===== src/rtl/idw_defs.vh =====
// idw_defs.vh: constants for the identification word builder
// assumes inclusion by bare name from rtl/ design files
`ifndef IDW_DEFS_VH
`define IDW_DEFS_VH
// identification word indices
`define IDW_W51 8'h33
`define IDW_W53 8'h35
`define IDW_W62 8'h3E
`define IDW_W63 8'h3F
`define IDW_W64 8'h40
`define IDW_W65 8'h41
`define IDW_W66 8'h42
`define IDW_W67 8'h43
`define IDW_W68 8'h44
`define IDW_W69 8'h45
`define IDW_W70 8'h46
`define IDW_W71 8'h47
`define IDW_W72 8'h48
`define IDW_W73 8'h49
`define IDW_VS_LO 8'h80
`define IDW_VS_HI 8'h9F
`define IDW_LAST 8'hFF
// opcode of the dma identify command
`define IDW_OP_ID_DMA 8'hEE
// field codes
`define IDW_ZERO16 16'h0000
`define IDW_ALL16 16'hFFFF
`define IDW_IF_REG 16'h0100
`define IDW_IF_PKT 16'h0200
`define IDW_MAJ_MASK 16'h000E
`define IDW_ADV_MASK 8'h03
`define IDW_VALID_BIT 1
`define IDW_MW1_MASK 8'hFE
// apb register byte addresses
`define IDW_A_SWDMA 12'h000
`define IDW_A_MWDMA 12'h004
`define IDW_A_PIO 12'h008
`define IDW_A_MWMIN 12'h00C
`define IDW_A_MWREC 12'h010
`define IDW_A_PIONF 12'h014
`define IDW_A_PIOFC 12'h018
`define IDW_A_VER 12'h01C
`define IDW_A_MINOR 12'h020
`define IDW_A_CTRL 12'h024
`define IDW_A_STAT 12'h028
`define IDW_A_W53 12'h02C
// reset values
`define IDW_RST_SWDMA 16'h0107
`define IDW_RST_MWDMA 16'h0407
`define IDW_RST_PIO 16'h0203
`define IDW_RST_MWMIN 16'h0078
`define IDW_RST_MWREC 16'h0078
`define IDW_RST_PIONF 16'h00B4
`define IDW_RST_PIOFC 16'h0078
`define IDW_RST_IF 16'h0100
`define IDW_RST_MAJ 16'h000E
`define IDW_RST_MINOR 16'h0008
`endif


===== src/rtl/idw_sync.v =====
// idw_sync.v: two flip-flop synchroniser for pin levels
// assumes a single clk domain, async active-low reset
`timescale 1ns/1ps
`include "idw_defs.vh"
module idw_sync (
	// clock and reset
	input wire clk,
	input wire rst_b,
	// level in and out
	input wire d,
	output reg q_r
);
	reg meta_r;
	always @(posedge clk or negedge rst_b) begin
		if (!rst_b) begin
			meta_r <= 1'b0;
			q_r <= 1'b0;
		end else begin
			meta_r <= d;
			q_r <= meta_r;
		end
	end
endmodule // idw_sync


===== src/rtl/idw_table.v =====
// idw_table.v: identification words 51, 53 and 62..255 builder and dma streamer
// assumes an apb master on clk and a host dma engine with dmack pin
//
// The address map and the APB register port are this design's own decisions.
`timescale 1ns/1ps
`include "idw_defs.vh"
module idw_table (
	// clock and reset
	input wire clk,
	input wire rst_b,
	// apb slave
	input wire psel,
	input wire penable,
	input wire pwrite,
	input wire [11:0] paddr,
	input wire [31:0] pwdata,
	output wire pready,
	output reg [31:0] prdata,
	output wire pslverr,
	// command port
	input wire cmd_valid,
	input wire [7:0] cmd_opcode,
	output wire cmd_ready,
	// lower words 0..61 except 51/53, from the core
	output wire [7:0] low_idx,
	input wire [15:0] low_word,
	// dma pins
	output reg dmarq_r,
	input wire dmack_b,
	input wire dma_pause,
	output reg [15:0] dma_data_r,
	output reg dma_strobe_r,
	output wire busy
);
	localparam ST_IDLE = 2'b00;
	localparam ST_REQ = 2'b01;
	localparam ST_XFER = 2'b10;
	reg [1:0] state_r;
	reg [1:0] state_nxt;
	reg [15:0] swdma_r;
	reg [15:0] mwdma_r;
	reg [15:0] pio_r;
	reg [15:0] mwmin_r;
	reg [15:0] mwrec_r;
	reg [15:0] pionf_r;
	reg [15:0] piofc_r;
	reg [15:0] iftype_r;
	reg [15:0] major_r;
	reg [15:0] minor_r;
	reg [15:0] vendor_r;
	reg [7:0] idx_r;
	reg [7:0] idx_nxt;
	reg [15:0] done_cnt_r;
	wire ack_s;
	wire ack;
	wire [15:0] w53;
	wire [15:0] hi_word;
	wire [15:0] cur_word;
	wire mw_fast;
	wire adv_pio;
	wire valid_fields;
	wire wr_en;
	wire acc;
	wire mapped;
	idw_sync u_ack (
		.clk(clk),
		.rst_b(rst_b),
		.d(~dmack_b),
		.q_r(ack_s)
	);
	assign ack = ack_s;
	// support checks drive the field validity bit
	assign mw_fast = |(mwdma_r[7:0] & `IDW_MW1_MASK);
	assign adv_pio = |(pio_r[7:0] & `IDW_ADV_MASK);
	assign valid_fields = mw_fast | adv_pio | (|mwmin_r) | (|mwrec_r)
		| (|pionf_r) | (|piofc_r);
	assign w53 = {14'h0000, valid_fields, 1'b0};
	idw_word_mux u_mux (
		.idx(idx_r),
		.swdma(swdma_r),
		.mwdma(mwdma_r),
		.pio(pio_r),
		.mwmin(mwmin_r),
		.mwrec(mwrec_r),
		.pionf(pionf_r),
		.piofc(piofc_r),
		.iftype(iftype_r),
		.major(major_r),
		.minor(minor_r),
		.w53(w53),
		.vendor(vendor_r),
		.word(hi_word)
	);
	assign low_idx = idx_r;
	assign cur_word = (idx_r < `IDW_W62 && idx_r != `IDW_W51 && idx_r != `IDW_W53)
		? low_word : hi_word;
	// apb decode
	assign acc = psel & penable;
	assign wr_en = acc & pwrite;
	assign pready = 1'b1;
	assign mapped = (paddr <= `IDW_A_W53) && (paddr[1:0] == 2'b00);
	assign pslverr = acc & ~mapped;
	always @(posedge clk or negedge rst_b) begin
		if (!rst_b) begin
			swdma_r <= `IDW_RST_SWDMA;
			mwdma_r <= `IDW_RST_MWDMA;
			pio_r <= `IDW_RST_PIO;
			mwmin_r <= `IDW_RST_MWMIN;
			mwrec_r <= `IDW_RST_MWREC;
			pionf_r <= `IDW_RST_PIONF;
			piofc_r <= `IDW_RST_PIOFC;
			iftype_r <= `IDW_RST_IF;
			major_r <= `IDW_RST_MAJ;
			minor_r <= `IDW_RST_MINOR;
			vendor_r <= `IDW_ZERO16;
		end else if (wr_en) begin
			case (paddr)
				`IDW_A_SWDMA: swdma_r <= pwdata[15:0];
				`IDW_A_MWDMA: mwdma_r <= pwdata[15:0];
				`IDW_A_PIO: pio_r <= {pwdata[15:8], 6'h00, pwdata[1:0]};
				`IDW_A_MWMIN: mwmin_r <= pwdata[15:0];
				`IDW_A_MWREC: mwrec_r <= pwdata[15:0];
				`IDW_A_PIONF: pionf_r <= pwdata[15:0];
				`IDW_A_PIOFC: piofc_r <= pwdata[15:0];
				`IDW_A_VER: begin
					iftype_r <= pwdata[15:0];
					major_r <= pwdata[31:16];
				end
				`IDW_A_MINOR: begin
					minor_r <= pwdata[15:0];
					vendor_r <= pwdata[31:16];
				end
				default: begin
				end
			endcase
		end
	end
	always @* begin
		case (paddr)
			`IDW_A_SWDMA: prdata = {16'h0000, swdma_r};
			`IDW_A_MWDMA: prdata = {16'h0000, mwdma_r};
			`IDW_A_PIO: prdata = {16'h0000, pio_r};
			`IDW_A_MWMIN: prdata = {16'h0000, mwmin_r};
			`IDW_A_MWREC: prdata = {16'h0000, mwrec_r};
			`IDW_A_PIONF: prdata = {16'h0000, pionf_r};
			`IDW_A_PIOFC: prdata = {16'h0000, piofc_r};
			`IDW_A_VER: prdata = {major_r, iftype_r};
			`IDW_A_MINOR: prdata = {vendor_r, minor_r};
			`IDW_A_CTRL: prdata = {done_cnt_r, 8'h00, idx_r};
			`IDW_A_STAT: prdata = {30'h00000000, state_r};
			`IDW_A_W53: prdata = {16'h0000, w53};
			default: prdata = 32'h00000000;
		endcase
	end
	// identify stream
	assign cmd_ready = (state_r == ST_IDLE);
	assign busy = (state_r != ST_IDLE);
	always @* begin
		state_nxt = state_r;
		idx_nxt = idx_r;
		case (state_r)
			ST_IDLE: begin
				if (cmd_valid && cmd_opcode == `IDW_OP_ID_DMA) begin
					state_nxt = ST_REQ;
					idx_nxt = 8'h00;
				end
			end
			ST_REQ: begin
				if (ack)
					state_nxt = ST_XFER;
			end
			ST_XFER: begin
				if (!dma_pause) begin
					if (idx_r == `IDW_LAST)
						state_nxt = ST_IDLE;
					else
						idx_nxt = idx_r + 8'h01;
				end
			end
			default: state_nxt = ST_IDLE;
		endcase
	end
	always @(posedge clk or negedge rst_b) begin
		if (!rst_b) begin
			state_r <= ST_IDLE;
			idx_r <= 8'h00;
			dmarq_r <= 1'b0;
			dma_data_r <= `IDW_ZERO16;
			dma_strobe_r <= 1'b0;
			done_cnt_r <= 16'h0000;
		end else begin
			state_r <= state_nxt;
			idx_r <= idx_nxt;
			dmarq_r <= (state_nxt != ST_IDLE) & ~dma_pause;
			dma_strobe_r <= (state_r == ST_XFER) & ~dma_pause;
			if (state_r == ST_XFER && !dma_pause)
				dma_data_r <= cur_word;
			if (state_r == ST_XFER && idx_r == `IDW_LAST && !dma_pause)
				done_cnt_r <= done_cnt_r + 16'h0001;
		end
	end
endmodule // idw_table


===== src/rtl/idw_word_mux.v =====
// idw_word_mux.v: combinational table lookup for one word index
// assumes settings come from registers on the same clock
`timescale 1ns/1ps
`include "idw_defs.vh"
module idw_word_mux (
	// index
	input wire [7:0] idx,
	// settings
	input wire [15:0] swdma,
	input wire [15:0] mwdma,
	input wire [15:0] pio,
	input wire [15:0] mwmin,
	input wire [15:0] mwrec,
	input wire [15:0] pionf,
	input wire [15:0] piofc,
	input wire [15:0] iftype,
	input wire [15:0] major,
	input wire [15:0] minor,
	input wire [15:0] w53,
	input wire [15:0] vendor,
	// word out
	output reg [15:0] word
);
	always @* begin
		case (idx)
			`IDW_W51: word = {pio[15:8], 8'h00};
			`IDW_W53: word = w53;
			`IDW_W62: word = swdma;
			`IDW_W63: word = mwdma;
			`IDW_W64: word = {8'h00, pio[7:0] & `IDW_ADV_MASK};
			`IDW_W65: word = mwmin;
			`IDW_W66: word = mwrec;
			`IDW_W67: word = pionf;
			`IDW_W68: word = piofc;
			`IDW_W69: word = `IDW_ZERO16;
			`IDW_W70: word = `IDW_ZERO16;
			`IDW_W71: word = iftype;
			`IDW_W72: word = major;
			`IDW_W73: word = minor;
			default: begin
				if (idx >= `IDW_VS_LO && idx <= `IDW_VS_HI)
					word = vendor;
				else
					word = `IDW_ZERO16;
			end
		endcase
	end
endmodule // idw_word_mux


===== config.mk =====
export PLATFORM = sky130hd
export DESIGN_NAME = idw_table
export DESIGN_NICKNAME = d
export VERILOG_FILES = /design/src/rtl/idw_sync.v /design/src/rtl/idw_table.v /design/src/rtl/idw_word_mux.v
export VERILOG_INCLUDE_DIRS = /design/src /design/src/rtl
export SDC_FILE = /design/constraint.sdc
export NUM_CORES = 1
export LEC_CHECK = 0
export ABC_AREA = 1
export BUFFER_PORTS_ARGS = -buffer_cell sky130_fd_sc_hd__buf_2
export CAP_MARGIN = 20
export CORE_MARGIN = 2
export CORE_UTILIZATION = 30
export DETAILED_ROUTE_END_ITERATION = 10
export PLACE_DENSITY = 0.47
export SYNTH_ARGS = -nofsm -noshare
export SYNTH_HDL_FRONTEND = slang
export SYNTH_HIERARCHICAL = 1
export SYNTH_SLANG_ARGS = --single-unit

===== constraint.sdc =====
create_clock -name clk -period 3.6 [get_ports clk]
set_input_delay 0.18 -clock clk [delete_from_list [all_inputs] [get_ports clk]]
set_output_delay 0.18 -clock clk [all_outputs]
set_load 0.005 [all_outputs]

==> After elaboration in Yosys (flattened, before gate mapping) <==
Cells that the tools add are included.
W data, S select, Z words.
{ "totals": {"wordCells": 117, "ramBits": 0, "mem_count": 0, "mem_bits_ro": 0, "output_inout_bits": 62, "latch_bits": 0, "reg_bits": 216} }
{ "op_classes": {"add_sub_neg": 2, "order_cmp": 4, "mul": 0, "n_bitwise": 13, "eq_ne": 34, "reduce_logical": 32, "div_mod_pow": 0, "mux": 13, "n_shift": 0} }
{ "op_table": {"columns": ["operator", "n"], "rows": [
  ["$pmux W32 S12", 1],
  ["$pmux W16 S13", 1],
  ["$eq A8 B7 Y1 const B", 10],
  ["$reduce_or A16 Y1", 4],
  ["$eq A12 B5 Y1 const B", 4],
  ["$eq A12 B6 Y1 const B", 4],
  ["$eq A8 B6 Y1 const B", 4],
  ["$mux W16", 2],
  ["$eq A12 B4 Y1 const B", 2],
  ["$mux W8", 3],
  ["$reduce_and A2 Y1", 9],
  ["$add A16 B1 Y16 const B", 1],
  ["$eq A8 B8 Y1 const B", 2],
  ["$ne A8 B6 Y1 const B", 2],
  ["$pmux W8 S2", 1],
  ["$eq A12 B3 Y1 const B", 1],
  ["$le A12 B6 Y1 const B", 1],
  ["$logic_not A12 Y1", 1],
  ["$add A8 B1 Y8 const B", 1],
  ["$ge A8 B8 Y1 const B", 1],
  ["$le A8 B8 Y1 const B", 1],
  ["$logic_and A1 B1 Y1", 8],
  ["$lt A8 B6 Y1 const B", 1],
  ["$mux W2", 4],
  ["other kinds (14)", 29]
]} }

==> Logic depth before layout (Yosys ltp) <==
Gate-level depths: netlist of the first run.
{ "logic_depth": {"depth_word": 8, "ltp_mapped": 12, "mapped_depth_nobuf": 12} }

==> By module <==
Netlist of the first run, hierarchy kept.
{ "by_module_without_submodules": {"columns": ["mod", "cells_each", "area_each_um2", "n_inst", "seq_area_each_um2"], "rows": [
  ["idw_table", 1307, 11011.8, 1, 5395.2],
  ["idw_word_mux", 411, 1846.8, 1, 0.0],
  ["idw_sync", 2, 50.0, 1, 50.0]
]} }

==> Worst setup path after synthesis of the first run <==
OpenSTA, ideal clock, no wires.
{ "synth_path": {"path_type": "register to register", "startpoint": "reg idx_r[0], in the netlist low_idx[0]", "endpoint": "reg dma_data_r[10]", "setup_ps": 124, "path_slack_ps": 1919, "t_arrival_ps": 1557, "path_buffers": 1, "required_ps": 3476, "synth_period_minus_slack_ps": 1681, "path_stages_with_launch": 9, "cell_sequence": "dfrtp_1 -> ha_1 -> inv_1 -> nand2_1 -> o211ai_2 -> nand2_2 -> buf_6 -> a21oi_1 -> a2bb2oi_1"} }
{ "synth_between": {"elab_chain_len": 5, "word_cells_on_any_way": 26} }
{ "synth_rtl": {"columns": ["item", "line", "text"], "rows": [
  ["start, declared", "idw_table.v:51", "reg [7:0] idx_r;"],
  ["start signal, assigned", "idw_table.v:193", "idx_r <= idx_nxt;"],
  ["$ge A8 B8 Y1 (no line) or $le A8 B8 Y1 (tied branches)", null, null],
  ["$logic_and A1 B1 Y1 (no line)", null, null],
  ["$mux W16", "idw_word_mux.v:41", "if (idx >= `IDW_VS_LO && idx <= `IDW_VS_HI)"],
  ["$pmux W16 S13", "idw_word_mux.v:25", "case (idx)"],
  ["$mux W16 (*)", "idw_table.v:95", "assign cur_word = (idx_r < `IDW_W62 && idx_r != `IDW_W51 && idx_r != `IDW_W53)"],
  ["end signal, assigned", "idw_table.v:188", "dma_data_r <= `IDW_ZERO16;"],
  ["end signal, assigned", "idw_table.v:197", "dma_data_r <= cur_word;"],
  ["end, declared", "idw_table.v:31", "output reg [15:0] dma_data_r,"]
]} }
Every way passes the cells marked *; elsewhere a longest branch is shown, timed or not.
A chain may end at the register's enable or synchronous reset.

==> Worst setup path in the final report of the first run <==
{ "layout_path": {"startpoint": "reg idx_r[6], in the netlist low_idx[6]", "endpoint": "reg dma_data_r[15]"} }
{ "layout_between": {"elab_chain_len": 5, "word_cells_on_any_way": 26} }
{ "layout_rtl": {"columns": ["item", "line", "text"], "rows": [
  ["$ge A8 B8 Y1 (no line) or $le A8 B8 Y1 (tied branches)", null, null],
  ["$logic_and A1 B1 Y1 (no line)", null, null],
  ["$mux W16", "idw_word_mux.v:41", null],
  ["$pmux W16 S13 (*)", "idw_word_mux.v:25", null],
  ["via hi_word[15]", "idw_table.v:57", "wire [15:0] hi_word;"],
  ["$mux W16 (*)", "idw_table.v:95", null]
]} }
The timed path passes the listed nets; every way through them passes the cells marked *.

==> run_results.csv, run 1 <==
group,metric,value,unit
hold_path,hp-class,"input pin to register",
worst_setup_path,critical_path.max_fanout,30,
yosys,synth_flop_cell,"dfrtp_1",
finish,antennaDiodeCount,0,
worst_setup_path,critical-path-slowest-cell,"nor2_4",
finish,drive_above_1_share,19.6,%
drt,drt_first_pass_iters,8,
timing,hold_ws,0.0318,ns
floorplan,placementRows,75,
yosys,ys.warnings.count,6,
yosys,post_synth_instance_area,12900,µm²
power,power.ir.vdd_worst,0.000304,V
cts,clock_sink_count,216,
status,outcome,"finished, final reports clean",
drt,antenna_violating_nets_post_route,0,
worst_setup_path,r2r_slack,0.84,ns
drt,routed-via-count,12481,
finish,fill_cells,4500,
floorplan,die-height,211,µm
timing,max_slew_margin,27.5,%
cts,number_of_buffers_inserted_by_hold_repair_at_cts,35,
drt,route.detailed.vias_per_inst,5.14,
floorplan,top_level_ports,138,
finish,finalCoreUtilization,36.2,%
timing,max_clock_freq,362,MHz
yosys,syn_area_per_cell,7.51,µm²
cts,clk_path_buf_depth,3,
yosys,yosys_register_bits,216,
cts,clock_tree.htree_level_count,1,
grt,via_count_of_the_first_global_routing_pass,12044,
yosys,async_reset_ff_share,100,%
floorplan,start_util,30.6,%
drt,drt-total-wl,51600,µm
grt,grt_antenna_before_repair,0,
yosys,yosys.cell_count.top_type,"nand2_1",
cts,cts_buffers,27,
yosys,synth_top_cell_by_area,"dfrtp_1",
yosys,most_area_consuming_cells_after_synthesis,"dfrtp_1, nand2_1, nand3_1, dfstp_2, nor2_1",
worst_setup_path,most_repeated_library_cell_on_the_critical_path,"nor2_1",
finish,layout.cells.non_filler,2430,
power,static-leakage-power,7.56,nW
drt,wl_per_cell,21.2,µm
worst_setup_path,criticalPathCategory,"register to register",
finish,nets,1949,
cts,post-cts-setup-buffers,0,
cts,clock_tree.root_cell,"clkbuf_16",
grt,global_route.usage.total,23.2,%
worst_setup_path,timing.critical_path.arrival,3.25,ns
yosys,yosys.area.top_type_share,35.7,%
power,totalPowerFinal,7.23,mW
worst_setup_path,worst-endpoint-required,4.09,ns
timing,setup_tns,0,ns
finish,area.growth.synth_to_final,18.4,%
floorplan,design.die.area,44700,µm²
placement,numPortBuffers,136,
timing,timing.final.crit_share,76.7,%
worst_setup_path,critical-path-max-stage-delay,0.64,ns
worst_setup_path,worst-r2r-cell-count,8,
worst_setup_path,worst_r2r_startpoint,"low_idx[6]",
timing,finalHoldViolations,0,
timing,worst_clock_skew,0.0271,ns
timing,rsz0062_at_grt,"false",
cts,cts_resized,0,
hold_path,worstHoldStart,"pwdata[7]",
cts,path_clk_slew,0.07,ns
hold_path,whs_path_depth,3,
placement,gp_congestion,0.896,
cts,worstSkewPairLatency,0.57,ns
yosys,synth_edf_count,0,
hold_path,worstHoldEndpoint,"iftype_r[7]",
drt,initialDrtViolationCount,1186,
timing,timing.final.setup_violations,0,
yosys,yosysSeqAreaShare,42.2,%
timing,transition_time_at_the_pin_with_the_least_slew_margin,1.09,ns
worst_setup_path,critical_path.reg2reg.endpoint,"dma_data_r[15]",
worst_setup_path,cp-end-kind,"register",
drt,drcViolationCount,0,
grt,grt_start_max_net_pins,96,
run,max-cap-violations,0,
floorplan,placeableCoreArea,42200,µm²
timing,period_needed,2.76,ns
yosys,post_synthesis_cell_count,1720,
timing,maxSlewViolCount,0,
worst_setup_path,worstSetupStartpointType,"register",
placement,dp_cells,2345,
worst_setup_path,crit_chain,"nand2_1 > nor2_4 > nand3_2 > nor2_1 > nor2_1 > nand4_1 > a21oi_1 > a2bb2oi_1",
power,power_per_cell_area,473,nW/µm²
floorplan,die_width,211,µm
placement,hpwl,36300,µm
yosys,synth.distinct_cells,48,
cts,tritoncts,"yes",
yosys,post_synth_most_frequent_cells,"nand2_1, nand3_1, dfrtp_1",
grt,grt.overflow.total,0,
grt,grt_pass1_wl,77900,µm
-- area by class of cell --
class,count,area [µm²],share of cell area (%)
clock buffers,32,734,4.80
inverters,129,495,3.24
flip-flops and latches,216,5450,35.6
clock inverters,18,299,1.96
multi-input cells,1306,6430,42.1
repair buffers,190,1210,7.91
well taps,539,674,4.41
-- cell families (layout without fill, tap and decap cells) --
logic type / count (synthesis) / count (layout) / synth area share (%)
simple gates: 1027 / 1027 / 35.8
buf+inv: 212 / 369 / 8.55
compound gates: 247 / 247 / 12.2
xor+xnor: 13 / 13 / 0.882
fa+ha+maj: 3 / 3 / 0.291
flops: 216 / 216 / 42.2
other cells: 2 / 16 / 0.0582
-- worst max-delay path by stage --
stage                           from             end  slack, ns  cells after the start
after floorplan           low_idx[0]  dma_data_r[10]       1.92                      8
after global placement    low_idx[6]   dma_data_r[9]       0.92                      9
after detailed placement  low_idx[6]   dma_data_r[9]       0.90                      8
after CTS                 low_idx[6]   dma_data_r[9]       0.90                      8
after global routing      low_idx[6]  dma_data_r[11]       0.66                      8
final                     low_idx[6]  dma_data_r[15]       0.84                      8
-- power by group --
group          switching [mW]  internal (mW)  total, mW
sequential              0.185           2.57       2.76
combinational           0.899          0.406       1.31
clock                    1.14           2.03       3.17
-- metal layers --
layer	global-route usage, %	share of wire [%]
met5	0	0
met4	7.97	3.2
met3	2.70	6.7
met2	37.9	46
met1	31.9	44
-- metrics by stage --
stage	worst slack, ns	instance area, µm²
floorplan	1.92	13000
global placement	0.921	13900
detailed placement	0.900	13900
CTS	0.897	15300
global route	0.657	15300
finish	0.840	15300
-- cell usage in the layout (no fill, tap or decap), types with 11 or more instances in the layout --
cell	count
o21ai_0	37
dfrtp_1	184
xor2_1	12
nand4_1	31
nand2_2	14
dfstp_2	32
nand2_1	520
dlygate4sd3_1	35
o211ai_1	15
o21ai_1	95
a21oi_1	20
nand3_1	216
clkbuf_16	27
a2bb2oi_1	16
buf_4	17
nand3b_1	11
buf_2	135
conb_1	16
o21ai_2	59
nor2_1	178
inv_1	115
nor2_2	11
-- sequential cells by signal, summed over array words and instances (netlist names) --
register	flops
u_ack/q_r	1
iftype_r	16
dma_strobe_r	1
u_ack/meta_r	1
done_cnt_r	16
dma_data_r	16
vendor_r	16
dmarq_r	1
mwmin_r	16
minor_r	16
pionf_r	16
pio_r	10
state_r	2
low_idx	8
major_r	16
mwdma_r	16
piofc_r	16
swdma_r	16
mwrec_r	16
-- worst max-delay path: cells and delay by family (launching register included) --
kind	cells	cell delay, ns
flops	1	0.54
compound gates	2	0.29
simple gates	6	1.86
Note: power is estimated with default switching activity, not from simulation.
==> run 2, diff against run 1 <==
clock period = 2.75 ns   (was 3.6 ns; I/O delays follow)
==> run 2 against run 1 <==
Net effect: cell count grew 0.74%; combinational power grew 33%; global-route usage is essentially flat; flip-flop and latch count is the same; clock skew shrank 0.0094 ns; core utilization shrank 0.062 points; non-clock buffer count grew 19; sequential power grew 30%; critical path type is now register to output pin; largest power group is now sequential cells; highest routed layer unchanged.
==> run_results.csv, run 2 (synthesis results as in run 1) <==
group,metric,value,unit
timing,rsz0062_at_grt,"false",
run,max-cap-violations,0,
worst_setup_path,timing.critical_path.arrival,2.37,ns
finish,area.growth.synth_to_final,18.2,%
power,power_per_cell_area,579,nW/µm²
floorplan,placeableCoreArea,42200,µm²
worst_setup_path,criticalPathCategory,"register to output pin",
finish,mostFrequentLayoutCell,"nand2_1",
drt,wl_per_cell,20.9,µm
timing,max_clock_freq,399,MHz
cts,worstSkewPairLatency,0.57,ns
cts,clock_tree.htree_level_count,1,
timing,timing.final.ws_setup,0.245,ns
timing,timing.final.setup_violations,0,
cts,tritoncts,"yes",
grt,via_count_of_the_first_global_routing_pass,12218,
grt,grt_pass1_wl,78400,µm
cts,cts_buffers,27,
placement,hpwl,36600,µm
worst_setup_path,cp-end-kind,"output pin",
timing,max_slew_margin,36.8,%
drt,route.detailed.vias_per_inst,5.05,
grt,global_route.usage.total,23.3,%
drt,antenna_violating_nets_post_route,0,
finish,nets,1968,
grt,grt_start_max_net_pins,83,
placement,numPortBuffers,136,
timing,timing.final.crit_share,91.1,%
finish,layout.cells.most_common_list,"nand2_1, nand3_1, dfrtp_1",
placement,dp_cells,2364,
drt,drt-total-wl,51200,µm
cts,cts_resized,0,
cts,clk_path_buf_depth,3,
timing,transition_time_at_the_pin_with_the_least_slew_margin,0.946,ns
floorplan,placementRows,75,
finish,fin_area,15300,µm²
placement,postPlaceCellArea,14100,µm²
cts,clock_sink_count,216,
timing,setup_tns,0,ns
timing,worst_clock_skew,0.0177,ns
cts,clock_tree.root_cell,"clkbuf_16",
grt,grt_antenna_before_repair,0,
drt,initialDrtViolationCount,1049,
finish,layout.cells.non_filler,2448,
timing,maxSlewViolCount,0,
drt,drt_first_pass_iters,6,
hold_path,hp-class,"input pin to register",
placement,gp_congestion,0.872,
floorplan,design.die.area,44700,µm²
cts,path_clk_slew,0.06,ns
floorplan,top_level_ports,138,
hold_path,whs_path_depth,3,
worst_setup_path,worstSetupStartpointType,"register",
drt,drcViolationCount,0,
worst_setup_path,worst-r2r-cell-count,10,
finish,drive_above_1_share,19.9,%
worst_setup_path,worst-endpoint-required,2.61,ns
finish,antennaDiodeCount,0,
worst_setup_path,critical_path.max_fanout,4,
timing,period_needed,2.50,ns
floorplan,start_util,30.6,%
timing,finalHoldViolations,0,
floorplan,die_width,211,µm
power,power.ir.vdd_worst,0.000454,V
drt,routed-via-count,12374,
grt,grt.overflow.total,0,
placement,post-place-ws,0.524,ns
floorplan,die-height,211,µm
power,static-leakage-power,7.57,nW
status,outcome,"finished, final reports clean",
==> run 2: cell types whose count changed in the layout (fill, tap and decap cells not counted), sizes merged <==
cell and delta:
buf +19, bufinv -7, clkbuf +11, clkinv -4, clkinvlp -1
==> run 2: final timing paths <==
path	from	endpoint	slack (ns)
max	piofc_r[13]	prdata[1]	0.25
min	pwdata[6]	pionf_r[6]	0.003
max reg2reg	low_idx[1]	dma_data_r[0]	0.48
min reg2reg	u_ack/meta_r	u_ack/q_r	0.35
max in group asynchronous	rst_b	mwdma_r[10]	1.74
min in group asynchronous	rst_b	mwrec_r[0]	0.14
==> run 2: worst max-delay path, cell delays in order, from the launching register on <==
cell     delay, ns
dfrtp_1       0.41
or2_2         0.31
nor2_1        0.15
nand2_1       0.07
nor2_1        0.14
nand3_1       0.19
a21oi_1       0.25
nand2_1       0.13
buf_2         0.15
==> run 2: layer usage <==
metal,track usage (%),routed length (µm)
met1,32.7,23200
met2,37.7,23500
met3,2.36,3050
met4,7.14,1550
met5,0,0
==> run 2: repair_timing <==
item | 4_1_cts | 5_1_grt
hold endpoints to repair | 115 | 0
setup endpoints to repair | 0 | 0
setup buffers | 0 | 0
hold buffers | 35 | 0
==> run 2: metrics by stage <==
| step | util [%] | hold slack (ns) | power (mW) |
|---|---|---|---|
| global placement | 33.3 | 0.147 | 5.30 |
| detailed placement | 33.3 | 0.151 | 5.31 |
| global route | 36.1 | 0.0150 | 9.23 |
| finish | 36.1 | 0.00254 | 8.84 |
| floorplan | - | -0.158 | 4.53 |
| CTS | 36.1 | 0.000199 | 8.88 |
==> run 2: cell type report <==
cell class,instances,area (µm²)
clock inverters,6,61.3
clock buffers,43,796
inverters,129,495
fillers,4527,27000
repair buffers,209,1360
flip-flops and latches,216,5450
well taps,539,674
multi-input cells,1306,6420
==> run 2: where the power goes <==
group          total [mW]  internal (mW)  switching [mW]  leakage [nW]
clock network        3.52           2.06            1.46         0.418
logic                1.74          0.548            1.19          4.36
registers            3.58           3.37           0.213          2.79
total                8.84           5.98            2.86          7.57
==> run 3, diff against run 2 <==
PLACE_DENSITY = 0.48   (was 0.47)
SYNTH_HIERARCHICAL = unset   (was 1)
==> run 3 against run 2 <==
Net effect: the flow now finishes with violations (negative hold slack); core utilization rose by 1.0 points; first-iteration DRC count up 18%; non-clock buffer count is 22 higher; synthesized cell count shrank 3.0%; count of clock-buffer cells in the layout fell by 1; flip-flop and latch count did not move; combinational power is 13% lower; routed wire length is 4.2% lower; clock power decreased by 4%; cell count is 2.0% lower; critical path depth rose by 1; critical endpoint unchanged; highest routed layer unchanged.
==> run_results.csv, run 3 <==
group,metric,value,unit
worst_setup_path,worst-endpoint-required,2.61,ns
timing,finalHoldViolations,2,
yosys,yosys.area.top_type_share,38.3,%
floorplan,die_width,204,µm
timing,period_needed,2.55,ns
yosys,yosysSeqAreaShare,45.2,%
yosys,synth_top_cell_by_area,"dfrtp_1",
placement,gp_congestion,0.926,
worst_setup_path,timing.critical_path.arrival,2.41,ns
floorplan,design.die.area,41700,µm²
floorplan,top_level_ports,138,
finish,drive_above_1_share,17.1,%
worst_setup_path,worst_setup_path_startpoint,"piofc_r[13]",
status,outcome,"finished with violations",
yosys,synth_flop_cell,"dfrtp_1",
yosys,yosys_register_bits,216,
yosys,post_synth_instance_area,12000,µm²
yosys,ys.warnings.count,0,
cts,clock_tree.root_cell,"clkbuf_16",
finish,antennaDiodeCount,0,
yosys,post_synthesis_cell_count,1669,
finish,multi_input_comb_area,5680,µm²
worst_setup_path,criticalPathCategory,"register to output pin",
drt,antenna_violating_nets_post_route,0,
timing,transition_time_at_the_pin_with_the_least_slew_margin,0.944,ns
worst_setup_path,worstSetupStartpointType,"register",
cts,clock_tree.htree_level_count,1,
cts,post-cts-setup-buffers,0,
timing,rsz0062_at_grt,"false",
status,violations_in_the_final_reports,"negative hold slack",
finish,finalCoreUtilization,37.1,%
finish,mostFrequentLayoutCell,"nand2_1",
floorplan,start_util,30.4,%
floorplan,placeableCoreArea,39600,µm²
grt,grt_start_max_net_pins,81,
cts,clock_sink_count,216,
drt,drt-total-wl,49100,µm
placement,dp_cells,2316,
yosys,post_synth_most_frequent_cells,"nand2_1, dfrtp_1, o21ai_0",
placement,hpwl,36100,µm
yosys,syn_area_per_cell,7.21,µm²
timing,maxSlewViolCount,0,
drt,wl_per_cell,20.5,µm
yosys,synth_edf_count,0,
grt,grt_antenna_before_repair,0,
finish,layout.area.seq,5450,µm²
timing,timing.final.setup_violations,0,
cts,cts_buffers,26,
timing,max_clock_freq,393,MHz
drt,drcViolationCount,0,
timing,worst_clock_skew,0.0116,ns
yosys,synth_nets,1750,
yosys,async_reset_ff_share,100,%
worst_setup_path,critical_path.max_fanout,4,
cts,clk_path_buf_depth,3,
hold_path,worstHoldStart,"pwdata[5]",
floorplan,placementRows,73,
grt,grt_pass1_wl,74600,µm
worst_setup_path,cp-end-kind,"output pin",
worst_setup_path,worst_r2r_startpoint,"low_idx[1]",
drt,initialDrtViolationCount,1234,
placement,numPortBuffers,136,
cts,worstSkewPairLatency,0.55,ns
finish,layout.cells.non_filler,2399,
timing,max_slew_margin,37.0,%
floorplan,die-height,204,µm
yosys,yosys.cell_count.top_type,"nand2_1",
yosys,synth.distinct_cells,38,
grt,grt.overflow.total,0,
finish,fill_cells,4294,
finish,layout.cells.most_common_list,"nand2_1, dfrtp_1, o21ai_0",
finish,area.growth.synth_to_final,22.3,%
grt,global_route.usage.total,23.7,%
power,power_per_cell_area,559,nW/µm²
cts,tritoncts,"yes",
finish,nets,1936,
hold_path,hp-class,"input pin to register",
drt,drt_first_pass_iters,6,
drt,routed-via-count,12189,
timing,timing.final.crit_share,92.6,%
timing,hold_ws,-0.00224,ns
power,power.ir.vdd_worst,0.000335,V
power,static-leakage-power,7.32,nW
grt,via_count_of_the_first_global_routing_pass,11604,
drt,route.detailed.vias_per_inst,5.08,
yosys,most_area_consuming_cells_after_synthesis,"dfrtp_1, nand2_1, o21ai_0, dfstp_2, nand3_1",
run,max-cap-violations,0,
cts,path_clk_slew,0.06,ns
## run 3: cell types whose count changed after synthesis, sizes merged, moves of 13 or more
cell and change:
nand3 -64, o21ai +48, buf -34, nor2 -34, clkbuf +24, inv +18, a2bb2oi -16, nand2 +13
## run 3: per-stage QoR
stage	instance area [µm²]	hold WS [ns]	setup WS [ns]	total power [mW]	setup TNS, ns
CTS	14700	0.000652	0.108	8.29	0
floorplan	12000	-0.158	0.881	4.11	0
global route	14700	0.0323	0.0905	8.55	0
global placement	13500	0.200	-0.0249	4.83	-0.0327
finish	14700	-0.00224	0.203	8.23	0
detailed placement	13500	0.202	-0.0999	4.83	-0.282
## run 3: logic make-up (layout without fill, tap and decap cells)
family,Yosys count,in the layout,synth area share (%)
AOI/OAI and AO/OA,272,272,11.7
and+or+nand+nor,937,937,33.7
other,1,1,0.0312
DFF,216,216,45.2
buffers and inverters,222,427,7.65
adders and majority gates,5,5,0.520
xor gates and xnor gates,16,16,1.16
## run 3: final cells by class
cell class                 count  share of cell area (%)
clock buffer                  42                    5.24
clock inverter                 5                   0.357
inverter                     149                    3.82
multi-input combinational   1231                    38.6
sequential                   216                    37.0
tap                          525                    4.46
timing repair buffer         231                    10.6
## run 3: report_power, final
part           switching (mW)  internal, mW  total [mW]
Clock                    1.39          2.00        3.39
Combinational            1.06         0.449        1.51
Sequential             0.0871          3.25        3.34
Total                    2.54          5.70        8.23
## run 3: final timing paths
path	endpoint	slack [ns]	depth (start not counted)
max in group asynchronous	mwmin_r[4]	1.67	3
min in group asynchronous	mwrec_r[12]	0.16	2
worst max register to register	dma_data_r[1]	0.23	12
worst min register to register	u_ack.q_r	0.36	0
worst max-delay path	prdata[1]	0.20	9
worst min-delay path	minor_r[5]	-0.002	3
## run 3: worst max-delay path, cell delays in order (launching register included)
cell     delay [ns]
dfrtp_1        0.42
nor2_1         0.26
nand2_1        0.10
nor2_1         0.11
nand2_1        0.08
nor2_1         0.19
nand3_1        0.20
a21oi_1        0.22
nand2_1        0.14
buf_2          0.15
## run 3: repair_timing
action,CTS,global route
endpoints found under the hold margin,122,0
cloned,0,0
gates resized for setup,1,2
hold buffers,36,0
endpoints found under the setup margin,5,3
## run 3: metal layers
metal,part of all wire (%),up-vias,wire [µm],global-route usage [%]
li1,-,5745,-,-
met1,46,5831,22600,34.2
met2,45,538,21900,37.2
met3,6.7,75,3290,2.81
met4,2.8,0,1370,6.86
met5,0,-,0,0
